File: src/shared/mtxcs_pkg.sv
// Package for the transmit configuration and statistics block
// Operation
// - Test bit set: reading a packet counter reloads it with 7FFF_FFFCh.
// - Test bit set: the three byte counters reload with 7FFF_F80h instead; no byte counters are built here.
// - Gap in bit times is setting times four plus twelve; setting resets to 10101b.
// - Pad enable pads short frames with zeros and appends a check sequence; resets one.
// - With padding, frames of sixty bytes or fewer go out as sixty-four bytes.
// - With padding, 61 to 63 byte frames only gain four check bytes.
// - Transmitter runs only while transmit enable is one; resets to one.
// - Two-bit field picks the backoff counter reset event, half duplex only.
// - Backoff select 00 after transmit, 01 after receive, 1X after either.
// - Transmitted pause frames carry the sixteen-bit pause time; resets to all ones.
// - Deferred counter counts frames deferred on first attempt by a busy medium.
// - Collisions never increment the deferred counter.
// - Deferred counter counts only in half duplex.
// - Counters return their value on read and then clear to zero.
// - Counters saturate at all ones instead of wrapping.
// - Pause counter counts each transmitted pause frame.
package mtxcs_pkg;
   // ==========================================================
   // Register map (index times four is the byte address)
   // ==========================================================
   localparam logic [15:0] IDX_TXCFG = 16'h0440;
   localparam logic [15:0] IDX_TXFC = 16'h0441;
   localparam logic [15:0] IDX_DEFER = 16'h0451;
   localparam logic [15:0] IDX_PAUSE = 16'h0452;
   localparam logic [15:0] ADDR_TXCFG = {IDX_TXCFG[13:0], 2'b00};
   localparam logic [15:0] ADDR_TXFC = {IDX_TXFC[13:0], 2'b00};
   localparam logic [15:0] ADDR_DEFER = {IDX_DEFER[13:0], 2'b00};
   localparam logic [15:0] ADDR_PAUSE = {IDX_PAUSE[13:0], 2'b00};

   // ==========================================================
   // Field layouts
   // ==========================================================
   typedef struct packed {
      logic [23:0] rsvd;
      logic cnt_test;
      logic [4:0] ifg;
      logic pad_en;
      logic tx_en;
   } mtxcs_txcfg_t;

   typedef struct packed {
      logic [13:0] rsvd;
      logic [1:0] bo_sel;
      logic [15:0] pause_time;
   } mtxcs_txfc_t;

   // Events reported by the MAC core, one-cycle pulses
   typedef struct packed {
      logic tx_ok;
      logic rx_ok;
      logic defer_first;
      logic collision;
      logic pause_sent;
   } mtxcs_evt_t;

   // ==========================================================
   // Reset values
   // ==========================================================
   localparam logic [4:0] IFG_RST = 5'h15;
   localparam mtxcs_txcfg_t TXCFG_RST = '{rsvd: 24'h000000, cnt_test: 1'b0,
      ifg: IFG_RST, pad_en: 1'b1, tx_en: 1'b1};
   localparam mtxcs_txfc_t TXFC_RST = '{rsvd: 14'h0000, bo_sel: 2'h0,
      pause_time: 16'hFFFF};

   // ==========================================================
   // Backoff reset encodings
   // ==========================================================
   localparam logic [1:0] BO_ON_TX = 2'h0;
   localparam logic [1:0] BO_ON_RX = 2'h1;

   // ==========================================================
   // Gap and length constants
   // ==========================================================
   localparam logic [7:0] IFG_BASE_BITS = 8'h0C;
   localparam logic [4:0] IFG_MIN_SUPPORTED = 5'h0F;
   localparam logic [11:0] PAD_MAX_LEN = 12'h03C;
   localparam logic [11:0] PADDED_LEN = 12'h040;
   localparam logic [11:0] FCS_BYTES = 12'h004;

   // ==========================================================
   // Counter preload values for test mode
   // ==========================================================
   localparam logic [31:0] PRELOAD_PKT = 32'h7FFFFFFC;
   localparam logic [31:0] PRELOAD_BYTE = 32'h07FFFF80;

   // Transmit sequencing, one bit changes per step except TX_GAP back to TX_IDLE
   typedef enum logic [1:0] {
      TX_IDLE = 2'b00,
      TX_SEND = 2'b01,
      TX_GAP = 2'b11
   } mtxcs_txst_t;
endpackage : mtxcs_pkg

File: src/verilog/mtxcs_top.sv
// Transmit configuration, gap, padding and statistics for one switch port
//
// Register access over APB was chosen for this implementation.
`timescale 1ns/1ns
module mtxcs_top
   import mtxcs_pkg::*;
#(
   parameter int ADDR_W = 16,
   parameter int LEN_W = 12,
   parameter int CNT_W = 32
) (
   // Clock and reset
   input wire logic pclk,
   input wire logic presetn,
   // APB slave
   input wire logic psel,
   input wire logic penable,
   input wire logic pwrite,
   input wire logic [ADDR_W-1:0] paddr,
   input wire logic [31:0] pwdata,
   output logic [31:0] prdata_r,
   output logic pready_r,
   output logic pslverr_r,
   // MAC core transmit path
   input wire logic half_duplex,
   input wire logic bit_tick,
   input wire logic tx_start,
   input wire logic [LEN_W-1:0] tx_len,
   input wire logic tx_end,
   input wire mtxcs_evt_t evt,
   // Controls toward the MAC core
   output logic tx_permit_r,
   output logic len_valid_r,
   output logic [LEN_W-1:0] wire_len_r,
   output logic [LEN_W-1:0] pad_bytes_r,
   output logic fcs_append_r,
   output logic backoff_clear_r,
   output logic [15:0] pause_time_r
);
   // ==========================================================
   // Register state
   // ==========================================================
   mtxcs_txcfg_t cfg_r;
   mtxcs_txcfg_t cfg_nxt;
   mtxcs_txfc_t fc_nxt;
   logic [1:0] fc_bo_sel_r;
   mtxcs_txst_t st_r;
   mtxcs_txst_t st_nxt;
   logic [7:0] gap_r;
   logic [7:0] gap_nxt;
   logic [31:0] rd_mux;
   logic [CNT_W-1:0] defer_cnt;
   logic [CNT_W-1:0] pause_cnt;
   logic [LEN_W-1:0] wlen_nxt;
   logic [LEN_W-1:0] pad_nxt;

   // ==========================================================
   // APB decode
   // ==========================================================
   wire logic hit_cfg = (paddr == ADDR_W'(ADDR_TXCFG));
   wire logic hit_fc = (paddr == ADDR_W'(ADDR_TXFC));
   wire logic hit_defer = (paddr == ADDR_W'(ADDR_DEFER));
   wire logic hit_pause = (paddr == ADDR_W'(ADDR_PAUSE));
   wire logic hit_any = hit_cfg | hit_fc | hit_defer | hit_pause;
   wire logic setup = psel & ~penable;
   wire logic rd_setup = setup & ~pwrite;
   wire logic wr_acc = psel & penable & pready_r & pwrite;
   wire logic clr_defer = rd_setup & hit_defer;
   wire logic clr_pause = rd_setup & hit_pause;

   // Read mux, sampled at the setup edge
   always_comb begin
      rd_mux = 32'h00000000;
      if (hit_cfg) begin
         rd_mux = {24'h000000, cfg_r[7:0]};
      end else if (hit_fc) begin
         rd_mux = {14'h0000, pause_time_r, 2'b00} >> 2;
         rd_mux[17:16] = fc_bo_sel_r;
      end else if (hit_defer) begin
         rd_mux = 32'(defer_cnt);
      end else if (hit_pause) begin
         rd_mux = 32'(pause_cnt);
      end
   end

   // Register writes, reserved bits forced to zero
   always_comb begin
      cfg_nxt = cfg_r;
      fc_nxt = '{rsvd: 14'h0000, bo_sel: fc_bo_sel_r, pause_time: pause_time_r};
      if (wr_acc && hit_cfg) begin
         cfg_nxt = {24'h000000, pwdata[7:0]};
      end
      if (wr_acc && hit_fc) begin
         fc_nxt = {14'h0000, pwdata[17:0]};
      end
   end

   always_ff @(posedge pclk or negedge presetn) begin
      if (!presetn) begin
         cfg_r <= TXCFG_RST;
         fc_bo_sel_r <= TXFC_RST.bo_sel;
         pause_time_r <= TXFC_RST.pause_time;
      end else begin
         cfg_r <= cfg_nxt;
         fc_bo_sel_r <= fc_nxt.bo_sel;
         pause_time_r <= fc_nxt.pause_time;
      end
   end

   // Zero-wait answer: ready during the access cycle
   always_ff @(posedge pclk or negedge presetn) begin
      if (!presetn) begin
         prdata_r <= 32'h00000000;
         pready_r <= 1'b0;
         pslverr_r <= 1'b0;
      end else begin
         pready_r <= setup;
         pslverr_r <= setup & ~hit_any;
         if (rd_setup) prdata_r <= rd_mux;
      end
   end

   // ==========================================================
   // Transmit sequencing and inter-frame gap
   // ==========================================================
   wire logic start_ok = tx_start & tx_permit_r;
   wire logic [7:0] gap_bits = {1'b0, cfg_r.ifg, 2'b00} + IFG_BASE_BITS;

   always_comb begin
      st_nxt = st_r;
      gap_nxt = gap_r;
      case (st_r)
         TX_IDLE: begin
            if (start_ok) st_nxt = TX_SEND;
         end
         TX_SEND: begin
            if (tx_end) begin
               st_nxt = TX_GAP;
               gap_nxt = gap_bits;
            end
         end
         TX_GAP: begin
            if (gap_r == 8'h00) st_nxt = TX_IDLE;
            else if (bit_tick) gap_nxt = gap_r - 8'h01;
         end
         default: st_nxt = TX_IDLE;
      endcase
   end

   wire logic permit_nxt = cfg_r.tx_en && (st_nxt == TX_IDLE);

   always_ff @(posedge pclk or negedge presetn) begin
      if (!presetn) begin
         st_r <= TX_IDLE;
         gap_r <= 8'h00;
         tx_permit_r <= 1'b0;
      end else begin
         st_r <= st_nxt;
         gap_r <= gap_nxt;
         tx_permit_r <= permit_nxt;
      end
   end

   // ==========================================================
   // Padding and check sequence length
   // ==========================================================
   wire logic short_frame = (tx_len <= LEN_W'(PAD_MAX_LEN));

   always_comb begin
      wlen_nxt = tx_len;
      pad_nxt = '0;
      if (cfg_r.pad_en && short_frame) begin
         wlen_nxt = LEN_W'(PADDED_LEN);
         pad_nxt = LEN_W'(PADDED_LEN) - LEN_W'(FCS_BYTES) - tx_len;
      end else if (cfg_r.pad_en) begin
         wlen_nxt = tx_len + LEN_W'(FCS_BYTES);
      end
   end

   always_ff @(posedge pclk or negedge presetn) begin
      if (!presetn) begin
         len_valid_r <= 1'b0;
         wire_len_r <= '0;
         pad_bytes_r <= '0;
         fcs_append_r <= 1'b0;
      end else begin
         len_valid_r <= start_ok;
         if (start_ok) begin
            wire_len_r <= wlen_nxt;
            pad_bytes_r <= pad_nxt;
            fcs_append_r <= cfg_r.pad_en;
         end
      end
   end

   // ==========================================================
   // Backoff attempt counter reset selection
   // ==========================================================
   wire logic bo_tx = (fc_bo_sel_r == BO_ON_TX) & evt.tx_ok;
   wire logic bo_rx = (fc_bo_sel_r == BO_ON_RX) & evt.rx_ok;
   wire logic bo_any = fc_bo_sel_r[1] & (evt.tx_ok | evt.rx_ok);
   wire logic bo_nxt = half_duplex & (bo_tx | bo_rx | bo_any);

   always_ff @(posedge pclk or negedge presetn) begin
      if (!presetn) backoff_clear_r <= 1'b0;
      else backoff_clear_r <= bo_nxt;
   end

   // ==========================================================
   // Statistics counters
   // ==========================================================
   wire logic defer_inc = evt.defer_first & ~evt.collision & half_duplex;

   mtxcs_stat_counter #(
      .WIDTH(CNT_W),
      .PRELOAD(CNT_W'(PRELOAD_PKT))
   ) u_defer_cnt (
      .pclk(pclk),
      .presetn(presetn),
      .inc(defer_inc),
      .rd_clr(clr_defer),
      .test_mode(cfg_r.cnt_test),
      .count_r(defer_cnt)
   );

   mtxcs_stat_counter #(
      .WIDTH(CNT_W),
      .PRELOAD(CNT_W'(PRELOAD_PKT))
   ) u_pause_cnt (
      .pclk(pclk),
      .presetn(presetn),
      .inc(evt.pause_sent),
      .rd_clr(clr_pause),
      .test_mode(cfg_r.cnt_test),
      .count_r(pause_cnt)
   );
endmodule : mtxcs_top

File: src/verilog/mtxcs_stat_counter.sv
// Clear-on-read saturating statistics counter
`timescale 1ns/1ns
module mtxcs_stat_counter #(
   parameter int WIDTH = 32,
   parameter logic [WIDTH-1:0] PRELOAD = WIDTH'(32'h7FFFFFFC)
) (
   // Clock and reset
   input wire logic pclk,
   input wire logic presetn,
   // Control
   input wire logic inc,
   input wire logic rd_clr,
   input wire logic test_mode,
   // Value
   output logic [WIDTH-1:0] count_r
);
   logic [WIDTH-1:0] count_nxt;
   wire logic at_max = &count_r;
   wire logic [WIDTH-1:0] one = {{(WIDTH-1){1'b0}}, 1'b1};
   wire logic [WIDTH-1:0] rd_base = test_mode ? PRELOAD : '0;

   always_comb begin
      count_nxt = count_r;
      if (rd_clr) begin
         count_nxt = inc ? rd_base + one : rd_base;
      end else if (inc && !at_max) begin
         count_nxt = count_r + one;
      end
   end

   always_ff @(posedge pclk or negedge presetn) begin
      if (!presetn) count_r <= '0;
      else count_r <= count_nxt;
   end
endmodule : mtxcs_stat_counter

File: config.mk
export PLATFORM = sky130hd
export DESIGN_NAME = mtxcs_top
export DESIGN_NICKNAME = d
export VERILOG_FILES = /design/src/shared/mtxcs_pkg.sv /design/src/verilog/mtxcs_top.sv /design/src/verilog/mtxcs_stat_counter.sv
export SDC_FILE = /design/constraint.sdc
export NUM_CORES = 1
export LEC_CHECK = 0
export BUFFER_PORTS_ARGS = -buffer_cell sky130_fd_sc_hd__buf_2
export CORE_MARGIN = 8
export CORE_UTILIZATION = 46
export CTS_BUF_LIST = sky130_fd_sc_hd__clkbuf_4 sky130_fd_sc_hd__clkbuf_8
export CTS_CLUSTER_DIAMETER = 200
export DETAILED_ROUTE_END_ITERATION = 10
export PLACE_DENSITY = 0.68
export SLEW_MARGIN = 20
export SYNTH_ARGS = -nofsm -noshare
export SYNTH_HDL_FRONTEND = slang
export SYNTH_SLANG_ARGS = --single-unit
File: constraint.sdc
create_clock -name pclk -period 2.25 [get_ports pclk]
set_input_delay 0.45 -clock pclk [delete_from_list [all_inputs] [get_ports pclk]]
set_output_delay 0.45 -clock pclk [all_outputs]
set_load 0.1 [all_outputs]
Yosys cells after proc, flatten, opt, wreduce, memory -nomap -nowiden
Cells that the tools add are included.
Storage, ports and cells
  flip-flop bits (word level): 162
  latch bits: 0
  bits in writable memories: 0
  bits in read-only memories: 0
  input bits: 74
  output and inout port bits: 78
  word-level logic and storage cells: 102
  memories kept: 0
Operators by class
  add/subtract/negate cells: 7
  multiply operators: 0
  div/mod/pow operators: 0
  order comparisons: 1
  equal/unequal tests: 10
  shifts and indexed selects: 0
  muxes and demuxes: 22
  bitwise logic cells: 25
  reductions and logical operators: 18
Operators with widths (count)
  32-bit two-way mux: 10
  32-bit by 1-bit adder with 32-bit output (second input constant): 3
  16-bit by 13-bit == test with 1-bit output (second input constant): 4
  32-bit AND reduction: 2
  12-bit two-way mux: 3
  31-bit two-way mux: 1
  8-bit two-way mux: 3
  8-bit case mux with 2 select lines: 1
  1-bit AND: 15
  12-bit by 3-bit adder with 12-bit output (second input constant): 1
  12-bit by 6-bit <= comparator with 1-bit output (second input constant): 1
  6-bit by 12-bit subtractor with 12-bit output (first input constant): 1
  7-bit by 4-bit adder with 8-bit output (second input constant): 1
  8-bit logical NOT: 1
  8-bit by 1-bit subtractor with 8-bit output (second input constant): 1
  1-bit logical AND: 6
  2-bit logical NOT: 3
  2-bit two-way mux: 3
  2-bit != test (second input constant): 3
  1-bit bitwise OR: 6
  2-bit case mux with 3 select lines: 1
  2-bit nonzero test: 3
  2-bit by 1-bit == test with 1-bit output (second input constant): 2
  1-bit inverter: 4
  other kinds (3): 4

Logic depth before layout (Yosys ltp)
Gate-level depths: netlist of the first run.
  depth after elaboration: 6
  depth in mapped cells: 9
  gate-level depth less buffers: 7

By module
A second synthesis of the first run with hierarchy kept.
Unflattened totals
  cells, all modules: 865
  area total of the unflattened synthesis: 8788.4 sq um
Modules (own cells, without submodules)
  mtxcs_top: times used 1, cells each 449, area an instance 4907.2 sq um, seq. area each 2478.6 sq um
  mtxcs_stat_counter: times used 2, cells each 208, area an instance 1940.6 sq um, seq. area each 800.8 sq um

Worst setup path after synthesis of the first run
No wires, ideal clock.
  path type: input port to flip-flop
  start: input paddr[11]
  end: register fc_bo_sel_r[0]
  setup time: 125 ps
  data arrival time: 1939 ps
  data required time: 2125 ps
  slack: 186 ps
  stages: 7
  buffers on the path: 2
  cell sequence: nor4b_4 -> nand4_4 -> nor3_4 -> nand2b_1 -> buf_4 -> buf_6 -> mux2_4
Between the ends
  longest elaborated chain between the ends: 2
RTL lines
  start: declaration: line mtxcs_top.sv:19  | input wire logic [ADDR_W-1:0] paddr,
  16-bit by 13-bit == test with 1-bit output: line mtxcs_top.sv:61  | wire logic hit_fc = (paddr == ADDR_W'(ADDR_TXFC));
  1-bit logical AND: line mtxcs_top.sv:93  | if (wr_acc && hit_fc) begin
  end signal: assignment: line mtxcs_top.sv:101  | fc_bo_sel_r <= TXFC_RST.bo_sel;
  end signal: assignment: line mtxcs_top.sv:105  | fc_bo_sel_r <= fc_nxt.bo_sel;
  end: declaration: line mtxcs_top.sv:46  | logic [1:0] fc_bo_sel_r;
No other way between the ends.
A chain may end at the register's enable or synchronous reset.

Worst setup path in the final report of the first run
  start: register u_pause_cnt.count_r[0]
  end: register u_pause_cnt.count_r[31]
Between the ends
  longest elaborated chain between the ends: 4
  elaborated cells between the ends (all ways): 7
  those cells by class: add/sub (1); mux (2); reduce/logical (4)
RTL lines
  start: declaration: line mtxcs_stat_counter.sv:15  | output logic [WIDTH-1:0] count_r
  start signal: assignment: line mtxcs_stat_counter.sv:33  | else count_r <= count_nxt;
  parallel branches: the longest is 4 deep, another holds 32-bit by 1-bit adder with 32-bit output
Parallel ways; which one is timed is not known. The select of a mux whose other input is x is not followed.

==> results of run 1 <==
[flip-flops by register name (all words and copies together), names as in the netlist, 2 cells and up]
signal and cells:
prdata_r 32, u_defer_cnt.count_r 32, u_pause_cnt.count_r 32, pause_time_r 16
pad_bytes_r 12, wire_len_r 12, cfg_r 8, gap_r 8
fc_bo_sel_r 2, st_r 2
[worst reg2reg max path, delay by kind of cell (launching register included)]
kind                     cells  cell delay (ps)
flip-flops                   1              430
adder cells (fa/ha/maj)      1              210
multiplexers                 1              270
buffers and inverters        1              210
AND/OR/NAND/NOR              4              860
[stage by stage]
step / setup WS [ps] / hold WS (ps) / std cells / util [%] / total power [uW]
finish: 157 / 190 / 1268 / 57.1 / 5920
global route: 5.37 / 171 / 1268 / 57.1 / 6210
CTS: 46.1 / 177 / 1266 / 56.9 / 5970
detailed placement: 21.2 / 395 / 1233 / 54.8 / 3990
global placement: 76.4 / 399 / 1233 / 54.8 / 3970
floorplan: 186 / 154 / 846 / - / 3680
[path summary, 6_finish.rpt]
check	endpoint	cells after the start
worst max register to register	u_pause_cnt.count_r[31]	7
worst min register to register	pad_bytes_r[1]	2
worst min-delay path	backoff_clear_r	3
worst max-delay path	u_pause_cnt.count_r[31]	7
min in group asynchronous	backoff_clear_r	2
max in group asynchronous	pause_time_r[15]	3
[logic make-up (layout without fill, tap and decap cells)]
| family | count (synthesis) | in the layout | synth area share (%) |
|---|---|---|---|
| fa+ha+maj | 6 | 6 | 0.883 |
| simple gates | 299 | 299 | 20.2 |
| buf+inv | 80 | 273 | 3.99 |
| mux | 42 | 42 | 5.75 |
| xor+xnor | 24 | 24 | 2.47 |
| compound gates | 233 | 233 | 18.7 |
| flops | 162 | 162 | 48.0 |
[area by class of cell]
cell class	count	area, sq um	share of cell area [%]
clock buffer	22	284	2.76
clock inverter	10	77.6	0.754
inverter	29	109	1.06
multi-input combinational	604	4120	40.0
sequential	162	4080	39.6
tap	229	287	2.78
timing repair buffer	212	1330	12.9
[metal layers]
layer | track usage [%] | up-vias | wire length, um
li1 | - | 3608 | -
met1 | 28.6 | 3790 | 11300
met2 | 33.9 | 287 | 11600
met3 | 5.28 | 32 | 1530
met4 | 4.62 | 0 | 336
met5 | 0 | - | 0
[what timing repair did]
item                       CTS  global route
hold buffers                 1             0
setup endpoints to repair    0            15
resized for setup            0             4
hold endpoints to repair    35             0
buffers inserted             0             2
[report_power, final]
part           internal (uW)  total (uW)  switching [uW]
Sequential              3040        3200             155
Clock                    870        1980            1110
Combinational            271         734             463
[placed cells by master (no fill, tap or decap), types with 12 or more instances in the layout]
| cell | count |
|---|---|
| a21oi_1 | 14 |
| a222oi_1 | 21 |
| a22oi_1 | 15 |
| a31oi_1 | 40 |
| and4_1 | 12 |
| buf_2 | 136 |
| buf_4 | 68 |
| clkbuf_8 | 19 |
| dfrtp_1 | 141 |
| dfstp_2 | 21 |
| inv_1 | 29 |
| mux2_2 | 15 |
| mux2i_1 | 17 |
| nand2_1 | 76 |
| nand3_1 | 42 |
| nand4_1 | 21 |
| nor2_1 | 27 |
| nor3_1 | 17 |
| o21ai_0 | 67 |
| o31ai_1 | 30 |
| or3_1 | 21 |
| or4_1 | 18 |
| xnor2_1 | 13 |
==> out/summary.txt, run 1 <==
status - completed
H-tree depth - 4
layout cells sized above 1 - 30.2%
Worst Path Buf+Inv - 1
startpoint types - flop
Synthesized Nets - 926
min-delay worst type - input port to flop
CTS Root Cell - clkbuf_8
total gr overflow - 0
Fin. Hold Viols - 0
Vias - 7,717
crit path from - u_pause_cnt.count_r[0]
Rows - 49
DR DRC count - 0
post-route ant nets - 0
register bit total from synthesis - 162
Die X - 152 um
Post-synth top flop - dfrtp_1
max incr delay on CP - 430 ps
post-route cell area - 0.0103 sq mm
largest net degree at the start of global routing - 61
Setup TNS - 0 ps
PD cells - 575 mW/mm^2
syn_area_per_cell - 10.1 sq um
unrepaired setup endpoints after global routing - no
antenna violations before repair - 0
slowest stage cell, crit path - dfrtp_1
most frequent cells after synthesis - dfrtp_1 (141), nand2_1 (76), o21ai_0 (67)
1st-pass router iterations - 6
vias in the first global route - 7,403
Worst Tran Pin Value - 1020 ps
min Tclk post-route - 2090 ps
crit-path max FO - 7
dpl hpwl - 18,200 um
Routed WL - 24,800 um
antenna cells - 0
post-DR vias/cell - 6.09
most frequent cell after synthesis - dfrtp_1
Setup Viol. Count Final - 0
Sink Count - 162
CP cell instances - ha_1 > and3_1 > nand4_4 > nor3_1 > buf_4 > nor3_1 > mux2_2
GP Congestion - 0.869
post-synthesis sequential area ratio - 48.0%
total global-route track usage - 21.2%
Max clock buf depth - 2
Top Ports - 152
CTS tree - done
drt initial violations - 704
Worst EP required - 2600 ps
filler cell count - 1,586
Max-cap violations - 0
Pleak - 0.00466 uW
die area - 0.0231 sq mm
Yosys warnings - 0
starting density of the core - 47.2%
port bufs - 137
fmax - 478 MHz
slew margin rel. - 32.3%
Vert. Die Dim - 152 um
Most common cell on crit path - nor3_1
synthesized area - 0.00850 sq mm
total CTS buffers - 17
Hold Startpoint - evt[3]
CP top delay family - simple AND/OR/NAND/NOR gates
worst-skew pair later-pin latency - 470 ps
Area contributors post-synth - dfrtp_1 (41%), dfstp_2 (6.5%), o21ai_0 (3.9%)
P&R area growth vs syn - 21.0%
area leader, netlist - dfrtp_1
worst path arrival time - 2440 ps
DP Area - 0.00988 sq mm
Slew Limit Fails - 0
CP endpoint kind - flop
R2R setup slack - 160 ps
# nets final - 1,106
cell count after synthesis - 846
fin crit share - 93.0%
Synth top area share - 41.5%
Async SR Flop Fraction - 100%
unique cell type count in the Yosys netlist - 70
worst setup path class - flop to flop
maximum VDD drop - 398 uV
reg-to-reg critical path startpoint - u_pause_cnt.count_r[0]
Avg WL per Cell - 19.6 um
Reg clk slew, reported paths - 90 ps
final clock skew - 17.8 ps
core area - 0.0180 sq mm
Post-synth EDFFs - 0
first-pass GRT wire length - 40,300 um
Note: power is estimated with default switching activity, not from simulation.
==> inputs of run 2 (changes only) <==
Settings changed: CELL_PAD_IN_SITES_DETAIL_PLACEMENT set to 0, CELL_PAD_IN_SITES_GLOBAL_PLACEMENT set to 1, CORE_UTILIZATION 46 to 45, PLACE_DENSITY 0.68 to unset, PLACE_DENSITY_LB_ADDON set to 0.1.
==> run 2 against run 1 <==
  * Power grew 5.3%
  * First-iteration DRC count decreased by 3.3%
  * Count of clock-buffer cells in the layout unchanged
  * Wire length is 4.6% higher
  * Clock skew fell by 5.4 ps
  * Via count shrank 0.14%
  * Maximum frequency fell by 0.41%
  * Critical endpoint is now u_pause_cnt.count_r[29]
  * Largest cell class unchanged
  * Highest routed layer unchanged
==> out/summary.txt, run 2 (synthesized netlist as in run 1, its figures left out) <==
largest net degree at the start of global routing - 54
final clock skew - 12.5 ps
Pleak - 0.00475 uW
Max clock buf depth - 2
R2R cell count - 5
design internal power - 4490 uW
GP Congestion - 0.871
port bufs - 137
hold-critical path depth - 3
sequential share of power - 51.7%
min-delay worst type - input port to flop
unrepaired setup endpoints after global routing - no
layout cells sized above 1 - 31.4%
DR DRC count - 0
Avg WL per Cell - 20.3 um
maximum VDD drop - 306 uV
fin crit share - 93.4%
Net Sw Power - 1740 uW
post-route ant nets - 0
antenna cells - 0
Setup Viol. Count Final - 0
Top Ports - 152
total gr overflow - 0
min Tclk post-route - 2100 ps
antenna violations before repair - 0
Max-cap violations - 0
vias in the first global route - 7,844
# nets final - 1,116
core area - 0.0186 sq mm
status - completed
Fin. Hold Viols - 0
CTS tree - done
Slew Limit Fails - 0
slew margin rel. - 38.7%
Worst EP required - 2620 ps
Vias - 7,706
multi-input logic area - 0.00414 sq mm
total global-route track usage - 22.0%
post-route cell area - 0.0105 sq mm
worst setup path class - flop to flop
starting density of the core - 45.6%
H-tree depth - 4
Rows - 50
Worst Tran Pin Value - 919 ps
drt initial violations - 681
first-pass GRT wire length - 41,900 um
Switching Share - 27.9%
crit-path max FO - 8
worst-skew pair later-pin latency - 450 ps
Largest regs - prdata_r (32), u_defer_cnt.count_r (32), u_pause_cnt.count_r (32)
Sink Count - 162
die area - 0.0236 sq mm
Routed WL - 26,000 um
total CTS buffers - 17
P&R area growth vs syn - 23.0%
startpoint types - flop
1st-pass router iterations - 6
Gate power share - 12.1%
Setup TNS - 0 ps
most frequent cells in the layout - dfrtp_1 (141), buf_2 (136), buf_4 (77)
CP endpoint kind - flop
DP Area - 0.00998 sq mm
Die X - 153 um
filler cell count - 1,689
PD cells - 596 mW/mm^2
commonest non-fill, non-tap cell in the layout - dfrtp_1
dpl hpwl - 19,600 um
Reg clk slew, reported paths - 90 ps
area taken by flip-flops and latches - 0.00408 sq mm
post-DR vias/cell - 6.01
fmax - 476 MHz
Clock power frac - 36.2%
Vert. Die Dim - 153 um
CTS Root Cell - clkbuf_8
worst path arrival time - 2470 ps
==> run 2: cell types whose count changed in the layout (fill, tap and decap cells not counted), moves of 2 or more <==
cell and change:
buf_4 +9, bufinv_16 +3, inv_6 -3, clkinv_2 +2
==> run 2: path summary, 6_finish.rpt <==
check	start	endpoint	slack, ps
setup / recovery	u_pause_cnt.count_r[16]	u_pause_cnt.count_r[29]	150
hold / removal	pwdata[2]	cfg_r[2]	210
setup reg to reg	u_pause_cnt.count_r[16]	u_pause_cnt.count_r[29]	150
hold reg to reg	pad_bytes_r[0]	pad_bytes_r[0]	480
max in group asynchronous	presetn	pause_time_r[9]	1020
min in group asynchronous	presetn	gap_r[1]	510
==> run 2: timing repair <==
| item | 4_1_cts | 5_1_grt |
|---|---|---|
| buffers inserted | 0 | 1 |
| hold endpoints to repair | 40 | 0 |
| gates resized for setup | 1 | 8 |
| endpoints found under the setup margin | 1 | 26 |
| gates cloned | 0 | 0 |
| pin swaps | 0 | 3 |
| hold buffers | 1 | 0 |
==> run 2: final cells by class <==
class	instances	share of cell area [%]
Multi-Input combinational cell	604	39.6
Clock buffer	22	2.66
Tap cell	234	2.80
Timing Repair Buffer	222	13.6
Inverter	29	1.04
Clock inverter	10	1.29
Sequential cell	162	39.0
==> run 2: worst max-delay path: stages (launching register included) <==
cell     delay, ps
dfrtp_1        530
and4_1         330
nand4_4        180
or3_1          390
or4_1          410
a31oi_1        180
==> run 2: power groups by stage <==
stage | sequential [uW] | combinational (uW) | clock [uW]
6_report | 3220 | 755 | 2250
2_1_floorplan | 3360 | 318 | 0
5_1_grt | 3240 | 826 | 2420
3_3_place_gp | 3260 | 725 | 0
3_5_place_dp | 3270 | 749 | 0
4_1_cts | 3210 | 753 | 2300
==> run 2: per-layer routing <==
layer,vias to the layer above,track usage (%),part of all wire (%),routed length (um)
met4,0,7.56,2.2,575
met1,3826,28.1,45,11700
li1,3612,-,-,-
met2,235,36.8,48,12400
met3,33,4.31,5.4,1400
met5,-,0,0,0
==> run 2: per-stage QoR <==
stage / std cells / hold slack, ps / util [%] / power [uW] / worst slack, ps
floorplan: 846 / 154 / - / 3680 / 186
global placement: 1249 / 436 / 53.5 / 3990 / -22.0
detailed placement: 1249 / 443 / 53.5 / 4020 / -39.2
CTS: 1282 / 190 / 55.9 / 6260 / 14.1
global route: 1283 / 203 / 56.1 / 6480 / 25.1
finish: 1283 / 212 / 56.1 / 6230 / 149
==> inputs of run 3 (changes only) <==
Settings changed: CORE_UTILIZATION 45 to 33.
==> run 3 against run 2 <==
  * First-iteration DRC count shrank 23%
  * Maximum frequency decreased by 1.8%
  * Sequential power hardly changed
  * Critical endpoint is now u_defer_cnt.count_r[14]
  * Largest cell class unchanged
==> out/summary.txt, run 3 (synthesized netlist as in run 1, its figures left out) <==
dpl hpwl - 20,800 um
Vias - 7,576
GP Congestion - 0.795
antenna cells - 0
vias in the first global route - 7,649
post-route cell area - 0.0107 sq mm
# nets final - 1,133
CTS Root Cell - clkbuf_8
Rows - 58
Setup Viol. Count Final - 0
Max clock buf depth - 2
min-delay worst type - input port to flop
post-DR vias/cell - 5.43
most frequent cells in the layout - dfrtp_1 (141), buf_2 (136), buf_4 (91)
worst-skew pair later-pin latency - 470 ps
hold slack - 194 ps
fin crit share - 95.1%
unrepaired setup endpoints after global routing - yes
fmax - 467 MHz
Vert. Die Dim - 177 um
placed cell count - 1,363
CP endpoint kind - flop
Avg WL per Cell - 19.9 um
FF-to-FF End - u_defer_cnt.count_r[14]
Worst Tran Pin Value - 894 ps
starting density of the core - 33.7%
Routed WL - 27,800 um
Fin. Hold Viols - 0
1st-pass router iterations - 5
post-CTS setup buffers - 0
worst path arrival time - 2520 ps
slew margin rel. - 40.4%
Worst Setup Slack, final - 109 ps
startpoint types - flop
min Tclk post-route - 2140 ps
P&R area growth vs syn - 25.9%
R2R setup slack - 110 ps
die area - 0.0312 sq mm
antenna violations before repair - 0
largest net degree at the start of global routing - 51
Die X - 177 um
post-route ant nets - 0
CTS tree - done
crit path from - u_defer_cnt.count_r[5]
DP Area - 0.0103 sq mm
Reg clk slew, reported paths - 100 ps
final cell count without fillers - 1,396
Pleak - 0.00484 uW
worst setup path class - flop to flop
final clock skew - 17.2 ps
Sink Count - 162
Setup TNS - 0 ps
reg-to-reg critical path startpoint - u_defer_cnt.count_r[5]
first-pass GRT wire length - 44,500 um
Worst EP required - 2630 ps
core area - 0.0253 sq mm
total gr overflow - 0
DR DRC count - 0
layout cells sized above 1 - 31.9%
H-tree depth - 4
total global-route track usage - 18.2%
R2R cell count - 6
Max-cap violations - 0
Slew Limit Fails - 0
port bufs - 137
commonest non-fill, non-tap cell in the layout - dfrtp_1
Largest regs - prdata_r (32), u_defer_cnt.count_r (32), u_pause_cnt.count_r (32)
crit path capture - u_defer_cnt.count_r[14]
Setup Slack @ Placement - 3.48 ps
drt initial violations - 526
Top Ports - 152
crit-path max FO - 10
maximum VDD drop - 358 uV
status - completed
PD cells - 585 mW/mm^2
total CTS buffers - 17
==> run 3: changes by cell type in the layout (fill, tap and decap cells not counted), moves of 2 or more <==
cell	before	now
buf_12	7	10
buf_4	77	91
clkbuf_4	4	0
clkinv_2	4	1
inv_6	0	6
inv_8	0	2
==> run 3: timing repair <==
item / CTS / global route
endpoints found under the hold margin: 32 / 0
gates resized for setup: 0 / 1
endpoints found under the setup margin: 0 / 5
hold buffers: 1 / 0
==> run 3: through the flow <==
step,total power (uW),util [%]
after floorplan,3680,-
after global placement,4010,40.7
after detailed placement,4020,40.7
after CTS,6350,42.4
after global routing,6570,42.4
final,6260,42.4
==> run 3: power by group <==
group | switching, uW | total, uW | leakage (uW) | internal (uW)
clock network | 1250 | 2310 | 0.000209 | 1050
registers | 160 | 3200 | 0.00209 | 3040
logic | 474 | 752 | 0.00254 | 278
==> run 3: area by class of cell <==
cell class	count	area, sq um
fill	2579	14600
multi-input combinational	604	4100
sequential	162	4080
timing repair buffer	239	1590
tap	330	413
clock buffer	18	248
clock inverter	14	165
inverter	29	109
==> run 3: layer usage <==
| layer | share of wire (%) | track usage [%] | vias to the layer above |
|---|---|---|---|
| li1 | - | - | 3658 |
| met1 | 47 | 24.3 | 3703 |
| met2 | 45 | 28.6 | 184 |
| met3 | 5.0 | 3.91 | 31 |
| met4 | 2.6 | 6.51 | 0 |
| met5 | 0 | 0 | - |
==> run 3: how the worst min path moves through the flow <==
| stage | from | endpoint | slack, ps | cells past startpoint |
|---|---|---|---|---|
| after global routing | pwdata[15] | pause_time_r[15] | 160 | 2 |
| final | evt[3] | backoff_clear_r | 190 | 3 |
| after detailed placement | presetn | gap_r[4] | 410 | 1 |
| after CTS | evt[3] | backoff_clear_r | 170 | 3 |
| after floorplan | presetn | backoff_clear_r | 150 | 0 |
| after global placement | presetn | gap_r[4] | 420 | 1 |
==> run 3: critical path, stage by stage (launching register included) <==
cell and delay [ps]:
dfrtp_1 430, nand3_1 270, nor4_2 440, o31ai_2 230, buf_4 210, or3_1 300
a31oi_1 190
